## config.mk

```make
export PLATFORM = sky130hd
export DESIGN_NAME = scz_load_timing
export DESIGN_NICKNAME = d
export VERILOG_FILES = /design/src/scz_load_timing.v /design/src/scz_sync.v
export VERILOG_INCLUDE_DIRS = /design/src
export SDC_FILE = /design/constraint.sdc
export NUM_CORES = 1
export LEC_CHECK = 0
export BUFFER_PORTS_ARGS = -buffer_cell sky130_fd_sc_hd__buf_2
export CAP_MARGIN = 25
export CORE_MARGIN = 2
export CORE_UTILIZATION = 40
export DETAILED_ROUTE_END_ITERATION = 7
export PLACE_DENSITY_LB_ADDON = 0.25
export SYNTH_ARGS = -nofsm -noshare
export SYNTH_HDL_FRONTEND = slang
export SYNTH_HIERARCHICAL = 1
export SYNTH_SLANG_ARGS = --single-unit
```

## constraint.sdc

```tcl
create_clock -name pclk -period 2.15 [get_ports pclk]
set_clock_uncertainty 0.15 [all_clocks]
set_input_delay 0.3225 -clock pclk [delete_from_list [all_inputs] [get_ports pclk]]
set_output_delay 0.3225 -clock pclk [all_outputs]
set_load 0.01 [all_outputs]
```

## src/scz_regs.vh

```
/*
  Offsets, field positions, codes and reset values of the scroll and zoom
  load-timing block.
  Assumes inclusion by bare name from the design files of this folder.
*/
`ifndef SCZ_REGS_VH
`define SCZ_REGS_VH

// ----------------------------------------------------------------------------
// Register offsets on the APB slave
// ----------------------------------------------------------------------------
`define SCZ_ADDR_W 12
`define SCZ_CTRL_OFFSET 12'h000
`define SCZ_STATUS_OFFSET 12'h004

// ----------------------------------------------------------------------------
// Control register fields
// ----------------------------------------------------------------------------
`define SCZ_CTRL_W 8
`define SCZ_CTRL_RESET 8'h42
`define SCZ_CTRL_ENABLE_BIT 0
`define SCZ_CTRL_SOFT_RESET_BIT 1
`define SCZ_CTRL_WSS_BIT 2
`define SCZ_CTRL_PRIO_BIT 3
`define SCZ_CTRL_MODE_LSB 4
`define SCZ_CTRL_MODE_MSB 5
`define SCZ_CTRL_CDS_LSB 6
`define SCZ_CTRL_CDS_MSB 7

// ----------------------------------------------------------------------------
// Access modes and clock divide codes
// ----------------------------------------------------------------------------
`define SCZ_MODE_SINGLE 2'h0
`define SCZ_MODE_DUAL0 2'h1
`define SCZ_MODE_DUAL1 2'h2
`define SCZ_CDS_DIV4 2'h1
`define SCZ_CDS_DIV8 2'h2
`define SCZ_CDS_DIV16 2'h3

// ----------------------------------------------------------------------------
// Status register fields
// ----------------------------------------------------------------------------
`define SCZ_STAT_CODE_LSB 0
`define SCZ_STAT_CODE_MSB 5
`define SCZ_STAT_DOT_LSB 6
`define SCZ_STAT_DOT_MSB 10
`define SCZ_STAT_IN_CYCLE_BIT 11
`define SCZ_STAT_ARMED_BIT 12
`define SCZ_STAT_BLANK_BIT 13

// ----------------------------------------------------------------------------
// Counts
// ----------------------------------------------------------------------------
`define SCZ_PRIO_SHIFT_BITS 6'h20
`define SCZ_SYNC_W 11

`endif

```

## src/scz_load_timing.v

```verilog
/*
  Shift-load strobe and shift-clock gate generator for base and window
  screens, with horizontal smooth scroll and horizontal zoom.
  Assumes pclk is the dot clock, the display processor inputs arrive
  asynchronously on pins, and software programs the block over APB.
*/
// The address map and the APB register port were decided locally.
// Overview of operation
// - WSS=1 dual1: base fixed, window scrolled
// - Scroll code: attribute low, address bits high
// - Shift length masks scroll code bits
// - Latch two address bits every display cycle
// - Divide ratio sets cycle and shift length
// - Priority mode blanks after 32 shifted bits
// - Shift gate rate is dot rate over zoom plus one
// - WSS=0 single/dual0: base scrolled, no window
// - WSS=0 dual1: window on last dot
// - Each scroll dot moves strobe earlier
`include "scz_regs.vh"

module scz_load_timing (
  input wire pclk,
  input wire presetn,
  input wire clk_en,
  input wire psel,
  input wire penable,
  input wire pwrite,
  input wire [`SCZ_ADDR_W-1:0] paddr,
  input wire [31:0] pwdata,
  output reg [31:0] prdata,
  output reg pready,
  output reg pslverr,
  input wire [3:0] scroll_attr,
  input wire [3:0] zoom_code,
  input wire address_bit_zero,
  input wire address_bit_one,
  input wire display_cycle_flag,
  output reg base_load_strobe,
  output reg window_load_strobe,
  output reg shift_clock_gate,
  output reg display_enable
);

  // --------------------------------------------------------------------------
  // Decoding helpers
  // --------------------------------------------------------------------------
  // Control register selected by an APB address.
  function is_ctrl;
    input [`SCZ_ADDR_W-1:0] a;
    begin
      is_ctrl = (a == `SCZ_CTRL_OFFSET);
    end
  endfunction

  function addr_ok;
    input [`SCZ_ADDR_W-1:0] a;
    begin
      addr_ok = (a == `SCZ_CTRL_OFFSET) || (a == `SCZ_STATUS_OFFSET);
    end
  endfunction

  // Dots in one display cycle for a clock divide code.
  function [5:0] cycle_len;
    input [1:0] cds;
    begin
      case (cds)
        `SCZ_CDS_DIV16: cycle_len = 6'h20;
        `SCZ_CDS_DIV8: cycle_len = 6'h10;
        default: cycle_len = 6'h08;
      endcase
    end
  endfunction

  // Mask of scroll code bits that count for a shift length.
  function [5:0] scroll_mask;
    input [6:0] shift_len;
    begin
      if (shift_len[6])
        scroll_mask = 6'h3f;
      else if (shift_len[5])
        scroll_mask = 6'h1f;
      else if (shift_len[4])
        scroll_mask = 6'h0f;
      else
        scroll_mask = 6'h07;
    end
  endfunction

  // --------------------------------------------------------------------------
  // Control register
  // --------------------------------------------------------------------------
  reg [`SCZ_CTRL_W-1:0] ctrl;
  wire ctrl_enable = ctrl[`SCZ_CTRL_ENABLE_BIT];
  wire ctrl_soft_reset = ctrl[`SCZ_CTRL_SOFT_RESET_BIT];
  wire ctrl_wss = ctrl[`SCZ_CTRL_WSS_BIT];
  wire ctrl_prio = ctrl[`SCZ_CTRL_PRIO_BIT];
  wire [1:0] ctrl_mode = ctrl[`SCZ_CTRL_MODE_MSB:`SCZ_CTRL_MODE_LSB];
  wire [1:0] clock_divide_select = ctrl[`SCZ_CTRL_CDS_MSB:`SCZ_CTRL_CDS_LSB];

  // --------------------------------------------------------------------------
  // Pin synchronisers and display cycle start detection
  // --------------------------------------------------------------------------
  wire [`SCZ_SYNC_W-1:0] pins_sync;

  scz_sync u_sync (
    .pclk(pclk),
    .presetn(presetn),
    .clk_en(clk_en),
    .async_in({display_cycle_flag, address_bit_one, address_bit_zero, zoom_code, scroll_attr}),
    .sync_out(pins_sync)
  );

  wire [3:0] attr_s = pins_sync[3:0];
  wire [3:0] zoom_s = pins_sync[7:4];
  wire addr0_s = pins_sync[8];
  wire addr1_s = pins_sync[9];
  wire dcyc_s = pins_sync[10];
  // The flag passes the same two flops as the pins it qualifies, so the pins
  // latched at a cycle start are at least as old as the flag edge.
  reg dcyc_prev;
  wire cycle_start = dcyc_s & ~dcyc_prev;

  // --------------------------------------------------------------------------
  // Cycle geometry
  // --------------------------------------------------------------------------
  wire [5:0] len = cycle_len(clock_divide_select);
  wire [4:0] last_dot = len[4:0] - 5'h01;
  wire dual = (ctrl_mode != `SCZ_MODE_SINGLE);
  wire [6:0] shift_len = dual ? {len, 1'b0} : {1'b0, len};

  // --------------------------------------------------------------------------
  // Scroll code capture
  // --------------------------------------------------------------------------
  reg [3:0] attr_lat;
  reg address_lat_zero;
  reg address_lat_one;
  wire [5:0] scroll_dot_code = {address_lat_one, address_lat_zero, attr_lat} & scroll_mask(shift_len);
  // The cycle length is a power of two, so masking with the last dot takes
  // the scroll amount modulo the cycle.
  wire [4:0] scroll_in_cycle = scroll_dot_code[4:0] & last_dot;
  wire [4:0] scroll_target = last_dot - scroll_in_cycle;

  // --------------------------------------------------------------------------
  // Dot counter and run state
  // --------------------------------------------------------------------------
  reg [4:0] dot_cnt;
  reg in_cycle;
  reg armed;
  reg [3:0] zoom_cnt;
  reg [5:0] bits_out;

  wire run = armed & ctrl_enable & ~ctrl_soft_reset;
  wire scroll_hit = in_cycle && (dot_cnt == scroll_target);
  wire fixed_hit = in_cycle && (dot_cnt == last_dot);
  wire blank = ctrl_prio && (bits_out >= `SCZ_PRIO_SHIFT_BITS);
  wire gate_now = run && (zoom_cnt == 4'h0);

  reg next_base;
  reg next_window;

  // --------------------------------------------------------------------------
  // Strobe selection by access mode and window scroll select
  // --------------------------------------------------------------------------
  always @* begin
    next_base = 1'b0;
    next_window = 1'b0;
    case (ctrl_mode)
      `SCZ_MODE_DUAL1: begin
        if (ctrl_wss) begin
          next_base = fixed_hit;
          next_window = scroll_hit;
        end else begin
          next_base = scroll_hit;
          next_window = fixed_hit;
        end
      end
      default: begin
        next_base = scroll_hit;
        next_window = 1'b0;
      end
    endcase
    if (!run) begin
      next_base = 1'b0;
      next_window = 1'b0;
    end
  end

  // --------------------------------------------------------------------------
  // Timing state
  // --------------------------------------------------------------------------
  always @(posedge pclk or negedge presetn) begin
    if (!presetn) begin
      dcyc_prev <= 1'b0;
      attr_lat <= 4'h0;
      address_lat_zero <= 1'b0;
      address_lat_one <= 1'b0;
      dot_cnt <= 5'h00;
      in_cycle <= 1'b0;
      armed <= 1'b0;
      zoom_cnt <= 4'h0;
      bits_out <= 6'h00;
    end else if (clk_en) begin
      dcyc_prev <= dcyc_s;
      if (ctrl_soft_reset || !ctrl_enable) begin
        armed <= 1'b0;
        in_cycle <= 1'b0;
        dot_cnt <= 5'h00;
        zoom_cnt <= 4'h0;
        bits_out <= 6'h00;
      end else if (cycle_start) begin
        armed <= 1'b1;
        attr_lat <= attr_s;
        address_lat_zero <= addr0_s;
        address_lat_one <= addr1_s;
        dot_cnt <= 5'h00;
        in_cycle <= 1'b1;
        zoom_cnt <= 4'h0;
        bits_out <= 6'h00;
      end else begin
        if (in_cycle) begin
          // A shorter divide chosen mid-cycle ends the cycle instead of wrapping.
          if (dot_cnt >= last_dot)
            in_cycle <= 1'b0;
          else
            dot_cnt <= dot_cnt + 5'h01;
        end
        if (run) begin
          if (zoom_cnt >= zoom_s)
            zoom_cnt <= 4'h0;
          else
            zoom_cnt <= zoom_cnt + 4'h1;
        end
        // The count saturates at the limit, so turning priority mode on
        // mid-line never blanks on a wrapped count.
        if (gate_now && (bits_out < `SCZ_PRIO_SHIFT_BITS))
          bits_out <= bits_out + 6'h01;
      end
    end
  end

  // --------------------------------------------------------------------------
  // Registered outputs
  // --------------------------------------------------------------------------
  always @(posedge pclk or negedge presetn) begin
    if (!presetn) begin
      base_load_strobe <= 1'b0;
      window_load_strobe <= 1'b0;
      shift_clock_gate <= 1'b0;
      display_enable <= 1'b0;
    end else if (clk_en) begin
      base_load_strobe <= next_base;
      window_load_strobe <= next_window;
      shift_clock_gate <= gate_now;
      display_enable <= run && !blank;
    end
  end

  // --------------------------------------------------------------------------
  // Status word
  // --------------------------------------------------------------------------
  reg [31:0] status_word;

  always @* begin
    status_word = 32'h0000_0000;
    status_word[`SCZ_STAT_CODE_MSB:`SCZ_STAT_CODE_LSB] = scroll_dot_code;
    status_word[`SCZ_STAT_DOT_MSB:`SCZ_STAT_DOT_LSB] = dot_cnt;
    status_word[`SCZ_STAT_IN_CYCLE_BIT] = in_cycle;
    status_word[`SCZ_STAT_ARMED_BIT] = armed;
    status_word[`SCZ_STAT_BLANK_BIT] = blank;
  end

  // --------------------------------------------------------------------------
  // APB slave with one wait state
  // --------------------------------------------------------------------------
  // Every access takes exactly one wait state: pready rises at the first
  // access edge and falls at the edge that completes the transfer.
  wire access_first = psel && penable && !pready;
  wire access_done = psel && penable && pready;

  always @(posedge pclk or negedge presetn) begin
    if (!presetn) begin
      ctrl <= `SCZ_CTRL_RESET;
      prdata <= 32'h0000_0000;
      pready <= 1'b0;
      pslverr <= 1'b0;
    end else if (clk_en) begin
      if (access_first) begin
        pready <= 1'b1;
        pslverr <= !addr_ok(paddr);
        if (!pwrite && is_ctrl(paddr))
          prdata <= {{(32-`SCZ_CTRL_W){1'b0}}, ctrl};
        else if (!pwrite && paddr == `SCZ_STATUS_OFFSET)
          prdata <= status_word;
        else
          prdata <= 32'h0000_0000;
      end else begin
        pready <= 1'b0;
        pslverr <= 1'b0;
        if (access_done && pwrite && is_ctrl(paddr))
          ctrl <= pwdata[`SCZ_CTRL_W-1:0];
      end
    end
  end

endmodule

```

## src/scz_sync.v

```verilog
/*
  Two-stage synchroniser for the pin inputs of the load-timing block.
  Assumes every bit is an independent level; multi-bit codes must be held
  stable by the sender while they are used.
*/
`include "scz_regs.vh"

module scz_sync (
  input wire pclk,
  input wire presetn,
  input wire clk_en,
  input wire [`SCZ_SYNC_W-1:0] async_in,
  output wire [`SCZ_SYNC_W-1:0] sync_out
);

  // --------------------------------------------------------------------------
  // One two-flop chain per bit
  // --------------------------------------------------------------------------
  genvar i;
  generate
    for (i = 0; i < `SCZ_SYNC_W; i = i + 1) begin : g_bit
      reg stage_a;
      reg stage_b;
      always @(posedge pclk or negedge presetn) begin
        if (!presetn) begin
          stage_a <= 1'b0;
          stage_b <= 1'b0;
        end else if (clk_en) begin
          stage_a <= async_in[i];
          stage_b <= stage_a;
        end
      end
      assign sync_out[i] = stage_b;
    end
  endgenerate

endmodule

```

; Word level (Yosys, flattened, before mapping)
; Index checks and enable logic that the tools add are counted.
[totals]
register_bits = 92
latchBits = 0
ramBits = 0
rom_bits = 0
input_bits = 61
out_inout_bits = 38
wordCells = 130
memories = 0
[classes]
add_sub_neg = 5
mul = 0
div_mod_pow = 0
order_cmp = 4
eq_ne = 7
shifts = 0
muxes = 32
n_bitwise = 9
reduce_logical = 34
[op_table]
columns = operator, n
row1 = 2-to-1 mux 14 bit, 2
row2 = 2-to-1 mux 5 bit, 5
row3 = 2-to-1 mux 6 bit, 4
row4 = 2-to-1 mux 4 bit, 5
row5 = 2-to-1 mux 1 bit, 14
row6 = logical AND 1 bit, 13
row7 = equality test 12 x 3 -> 1 bit (second input constant), 1
row8 = zero test 12 bit, 1
row9 = case mux 6 bit (2 select lines), 1
row10 = equality test 5 bit, 2
row11 = AND reduction 3 bit, 3
row12 = nonzero test 3 bit, 3
row13 = AND reduction 2 bit, 4
row14 = 2-to-1 mux 7 bit, 1
row15 = adder 6 x 1 -> 6 bit (second input constant), 1
row16 = AND 6 bit, 1
row17 = equality test 2 bit (second input constant), 3
row18 = greater-or-equal comparator 6 bit (second input constant), 1
row19 = less-than comparator 6 bit (second input constant), 1
row20 = adder 5 x 1 -> 5 bit (second input constant), 1
row21 = AND 5 bit, 1
row22 = greater-or-equal comparator 5 bit, 1
row23 = zero test 1 bit, 5
row24 = subtractor 5 x 1 -> 5 bit (second input constant), 1
row25 = 9 further kinds, 16

; Logic depth before layout (Yosys ltp)
[logic_depth]
depth_word = 14
depth_mapped = 7
ltp_nobuf = 6

; By module
; Netlist, hierarchy kept.
[by_module_without_submodules]
columns = module, n_inst, cells_per_inst, area_each_um2, seq_area_each_um2
row1 = scz_load_timing, 1, 273, 2841.5, 1303.8
row2 = scz_sync, 1, 57, 903.4, 550.5

; Worst setup path before layout
; Ideal clock, no wire load.
[synth_timing]
path_kind = register to register
from = register ctrl[6]
to = register dot_cnt[4]
setup_time_ps = 69
arrival_ps = 2022
required_time_ps = 1931
slack_ps = -91
path_stages_with_launch = 7
n_path_buf = 0
synth_period_minus_slack_ps = 2241
path_cell_list = dfstp_2 nand2_1 ha_1 and3_1 a221o_1 or4_1 nand3_1
[synth_between]
elab_chain_len = 6
word_cells_on_any_way = 7
classes_between = add/sub: 1 / order compare: 1 / eq/ne: 3 / mux: 1 / reduce/logical: 1
[synth_lines]
columns = element, line_no
row1 = "start, declared", scz_load_timing.v:92  ; reg [`SCZ_CTRL_W-1:0] ctrl;
row2 = "start signal, assigned", scz_load_timing.v:282  ; ctrl <= `SCZ_CTRL_RESET;
row3 = "start signal, assigned", scz_load_timing.v:300  ; ctrl <= pwdata[`SCZ_CTRL_W-1:0];
row4 = equality test 2 bit, scz_load_timing.v:66  ; case (cds)
row5 = case mux 6 bit (2 select lines) *, scz_load_timing.v:66
row6 = subtractor 5 x 1 -> 5 bit *, scz_load_timing.v:127  ; wire [4:0] last_dot = len[4:0] - 5'h01;
row7 = greater-or-equal comparator 5 bit *, scz_load_timing.v:222  ; if (dot_cnt >= last_dot)
row8 = != test 3 bit (no line) *, --
row9 = AND reduction 3 bit (no line) *, --
row10 = "end signal, assigned", scz_load_timing.v:225  ; dot_cnt <= dot_cnt + 5'h01;
row11 = "end, declared", scz_load_timing.v:146  ; reg [4:0] dot_cnt;
; Mark *: on every way between the ends. The rest lies on a longest branch, timed or not.
; A chain may end at the register's enable or synchronous reset.

; Worst setup path in the final report
; Ends and elaborated chain as after synthesis.

==> metrics.md <==
| Metric | Value |
|---|---|
| Slowest stage delay, CP | 0.55 ns |
| Sw Pwr | roughly 0.00074 W |
| Ant diodes | 0 |
| Clock sink count | between 70 and 80 |
| Post-synthesis simple-gate area fraction | 0.127 |
| Final worst path period share | 0.998 |
| Max cap viols | 0 |
| R2R depth | 6 |
| Synth unique cells | 53 |
| F_max | ~0.47 GHz |
| Final setup vio count | 0 |
| Relative slew slack | 0.665 |
| Top FF cell, synth | dfrtp_1 |
| Synth Area in XOR/XNOR | 0.0140 |
| Setup_tns | 0 ns |
| YS warnings | 6 |
| Power share of the combinational group | 0.079 |
| Die Ht | between 100 and 150 µm |
| Largest family of logic cells by synthesized area | simple AND/OR/NAND/NOR gates |
| Hold Path Class | in -> reg |
| FILL cells | 882 |
| Commonest non-fill, non-tap cell in the layout | dfrtp_1 |
| Mux share of post-synthesis cell area | 0.111 |
| Critical-path cell list | nand2_2 -> ha_4 -> and3_4 -> a221o_1 -> or4_1 -> nand3_1 |
| Adder-cell share of the synthesized area | 0.0368 |
| Max Transition Viols Final | 0 |
| Most frequent cells in the layout | dfrtp_1, buf_2, mux2_2 |
| Placer congestion estimate | between 0.8 and 0.9 |
| Synth top area share | 0.481 |
| Cell Area, Placed | roughly 0.0041 mm² |
| Crit path max-delay cell type | dfstp_2 |
| Clock power frac | 0.383 |
| Status | complete, no violations |
| Internal Power | ~0.0020 W |
| Port bufs | 56 |
| Die ar. | roughly 0.010 mm² |
| Initial antenna violation count | 0 |
| CTS buffer count | 9 |
| Sequential share of power | 0.538 |
| WP data arrival | approximately 2.3 ns |
| Horiz. Die Dim | 101 µm |
| Cell taking the most area after synthesis | dfrtp_1 |
| Clk slew on worst S/H paths | around 0.090 ns |
| Mapped Cells | 330 |
| Worst-margin pin slew | 0.498 ns |
| DRT Pass-1 Iters | 4 |
| Htree depth | 3 |
| Tot Pwr | around 0.0027 W |
| CP Class | reg -> reg |
| Startpoint type of the worst setup path | flop |
| Setup crit end kind | flop |
| Design Area, Final | approximately 0.0044 mm² |
| DRT iter0 DRCs | 73 |
| Starting Density | 0.409 |
| Cell Pwr Density | ~630 mW/mm² |
| Gr ovfl total | 0 |
| First-pass GRT wire length | between 10,000 and 15,000 µm |
| Root buffer cell | clkbuf_8 |
| WP data required | ~2.3 ns |
| Final ANT Viol Nets | 0 |
| HPWL after detailed placement | 5430 µm |
| Vias per cell | around 5.2 |
| WHS Endpoint | u_sync/g_bit[0].stage_a$_DFFE_PN0P_ |
| R2R Path End | dot_cnt[4]$_DFFE_PN0P_ |
| Clock Latency Late Sink | ~0.36 ns |
| Number of synthesized register bits | 74 |
| Hold slack | 0.0371 ns |
| Core area | between 0.009 and 0.01 mm² |
| Leakage | ~2.1 nW |
| # DRC | 0 |
| Placed insts | about 500 |
| Total number of vias | ~2.7k |
| Flop2flop setup slack | between 0.004 and 0.005 ns |
| Final hold vios | 0 |
| Syn Area/Cell | around 11 µm² |
| Max clock buf depth | 2 |
| Gr usage total | 0.155 |
| Nets | 470 |
| Area growth, synth to finish | 16.7% |
| CTS tree | built |
| Share of layout cells above drive strength 1 | 0.365 |
| Largest net degree at the start of global routing | between 70 and 80 |
| FP Rows | 35 |
| Peak VDD IR | 0.000454 V |
| Unrepaired setup endpoints after global routing | yes |
| Final wirelength | about 7600 µm |
| Vias in the first global route | 2,500 |
| I/O Pins | 99 |
| Switching Share | 0.270 |
| Cell count of the worst hold path | 2 |
| Reg2reg start | ctrl[6]$_DFFE_PN1P_ |
| Final critical-path required period | around 2.1 ns |
| Post-synthesis async set-or-reset flop share | 1.00 |
| Critical path fanouts, max | 4 |
| Post-synthesis cell area | around 0.0037 mm² |
| Avg WL per Cell | 14.7 µm |
| Hold Startpoint | scroll_attr[0] |
| Layout Cells excl Fill | slightly above 500 |
| Synth Area in Compound Gates | 0.125 |
| Seq/Total Area, Yosys | 0.495 |
| EDFF count, synth | 0 |
| Dominant cells by area after synthesis | dfrtp_1, mux2_2, buf_4 |
synth_stat cells, types with 3 or more instances:
cell,instances
a21o_1,10
a22o_1,8
buf_4,29
buf_6,4
clkbuf_1,4
dfrtp_1,72
ha_1,11
inv_1,13
mux2_2,37
nand2_1,20
nand2b_1,5
nand3_1,15
nand3b_1,3
nand4b_1,3
nor2_1,10
nor2b_1,4
nor3_1,3
nor4_1,5
o211ai_1,3
o21ai_0,12
o2bb2ai_1,3
o31ai_1,9
or3_1,3
xnor2_1,5
stage by stage:
| step | util | setup slack (ns) |
|---|---|---|
| floorplan | - | 0.000484 |
| global placement | 0.451 | 0.0132 |
| detailed placement | 0.451 | 0.0151 |
| CTS | 0.473 | 0.0143 |
| global route | 0.477 | -0.0650 |
| finish | 0.477 | 0.00500 |
area by class of cell:
class,instances,area (µm²),share of cell area
Tap cell,111,139,0.0318
Multi-Input combinational cell,221,1660,0.379
Clock inverter,7,66.3,0.0152
Inverter,13,48.8,0.0112
Timing Repair Buffer,79,480,0.110
Clock buffer,9,124,0.0284
Sequential cell,74,1850,0.424
registers in the layout (all words and copies together), names as in the netlist:
signal and count:
pslverr 1, display_enable 1, zoom_cnt 4, u_sync/g_bit.stage_b 11, u_sync/g_bit.stage_a 11, armed 1, address_lat_zero 1, base_load_strobe 1
bits_out 6, in_cycle 1, shift_clock_gate 1, dcyc_prev 1, window_load_strobe 1, attr_lat 4, dot_cnt 5, ctrl 8
address_lat_one 1, prdata 14, pready 1
how the worst max path moves through the flow:
stage | from | endpoint | depth (start not counted) | slack, ns
after floorplan | ctrl[6]$_DFFE_PN1P_ | dot_cnt[4]$_DFFE_PN0P_ | 6 | 0.0005
after global placement | ctrl[6]$_DFFE_PN1P_ | dot_cnt[4]$_DFFE_PN0P_ | 6 | 0.01
after detailed placement | ctrl[6]$_DFFE_PN1P_ | dot_cnt[4]$_DFFE_PN0P_ | 6 | 0.02
after CTS | ctrl[6]$_DFFE_PN1P_ | dot_cnt[4]$_DFFE_PN0P_ | 6 | 0.01
after global routing | ctrl[6]$_DFFE_PN1P_ | dot_cnt[4]$_DFFE_PN0P_ | 6 | -0.06
final | ctrl[6]$_DFFE_PN1P_ | dot_cnt[4]$_DFFE_PN0P_ | 6 | 0.005
critical path: cells and delay by family, from the launching register on:
kind / cells / cell delay [ns]
fa+ha+maj: 1 / 0.22
compound gates: 1 / 0.35
simple gates: 4 / 0.83
flops: 1 / 0.55
kinds of logic (layout without fill, tap and decap cells):
kind of cell / after synthesis / count (layout)
AND/OR/NAND/NOR: 86 / 86
flip-flops: 74 / 74
AO/OA/AOI/OAI: 63 / 63
buffers and inverters: 52 / 108
multiplexers: 37 / 37
adder cells (fa/ha/maj): 11 / 11
XOR/XNOR: 6 / 6
other: 1 / 18
metal layers:
layer | vias up | GRT usage | share of wire | wire [µm]
met3 | 11 | 0.0451 | 0.048 | 361
li1 | 1289 | - | - | -
met1 | 1311 | 0.211 | 0.47 | 3540
met4 | 0 | 0.0411 | 0.012 | 90
met5 | - | 0 | 0 | 0
met2 | 68 | 0.243 | 0.47 | 3560
power by group through the flow:
stage          Combinational [W]  Sequential, W  Clock (W)
6_report                0.000216        0.00148    0.00105
5_1_grt                 0.000245        0.00149    0.00115
4_1_cts                 0.000219        0.00148    0.00108
3_5_place_dp            0.000216        0.00151          0
3_3_place_gp            0.000212        0.00151          0
2_1_floorplan           0.000193        0.00150          0
repair_timing:
item | CTS | global route
pin swaps | 0 | 1
endpoints found under the hold margin | 72 | 0
setup endpoints to repair | 1 | 10
cloned | 0 | 0
hold buffers | 1 | 0
setup buffers | 0 | 2
gates resized for setup | 1 | 10
No activity file was read; power rests on OpenSTA's default activity.
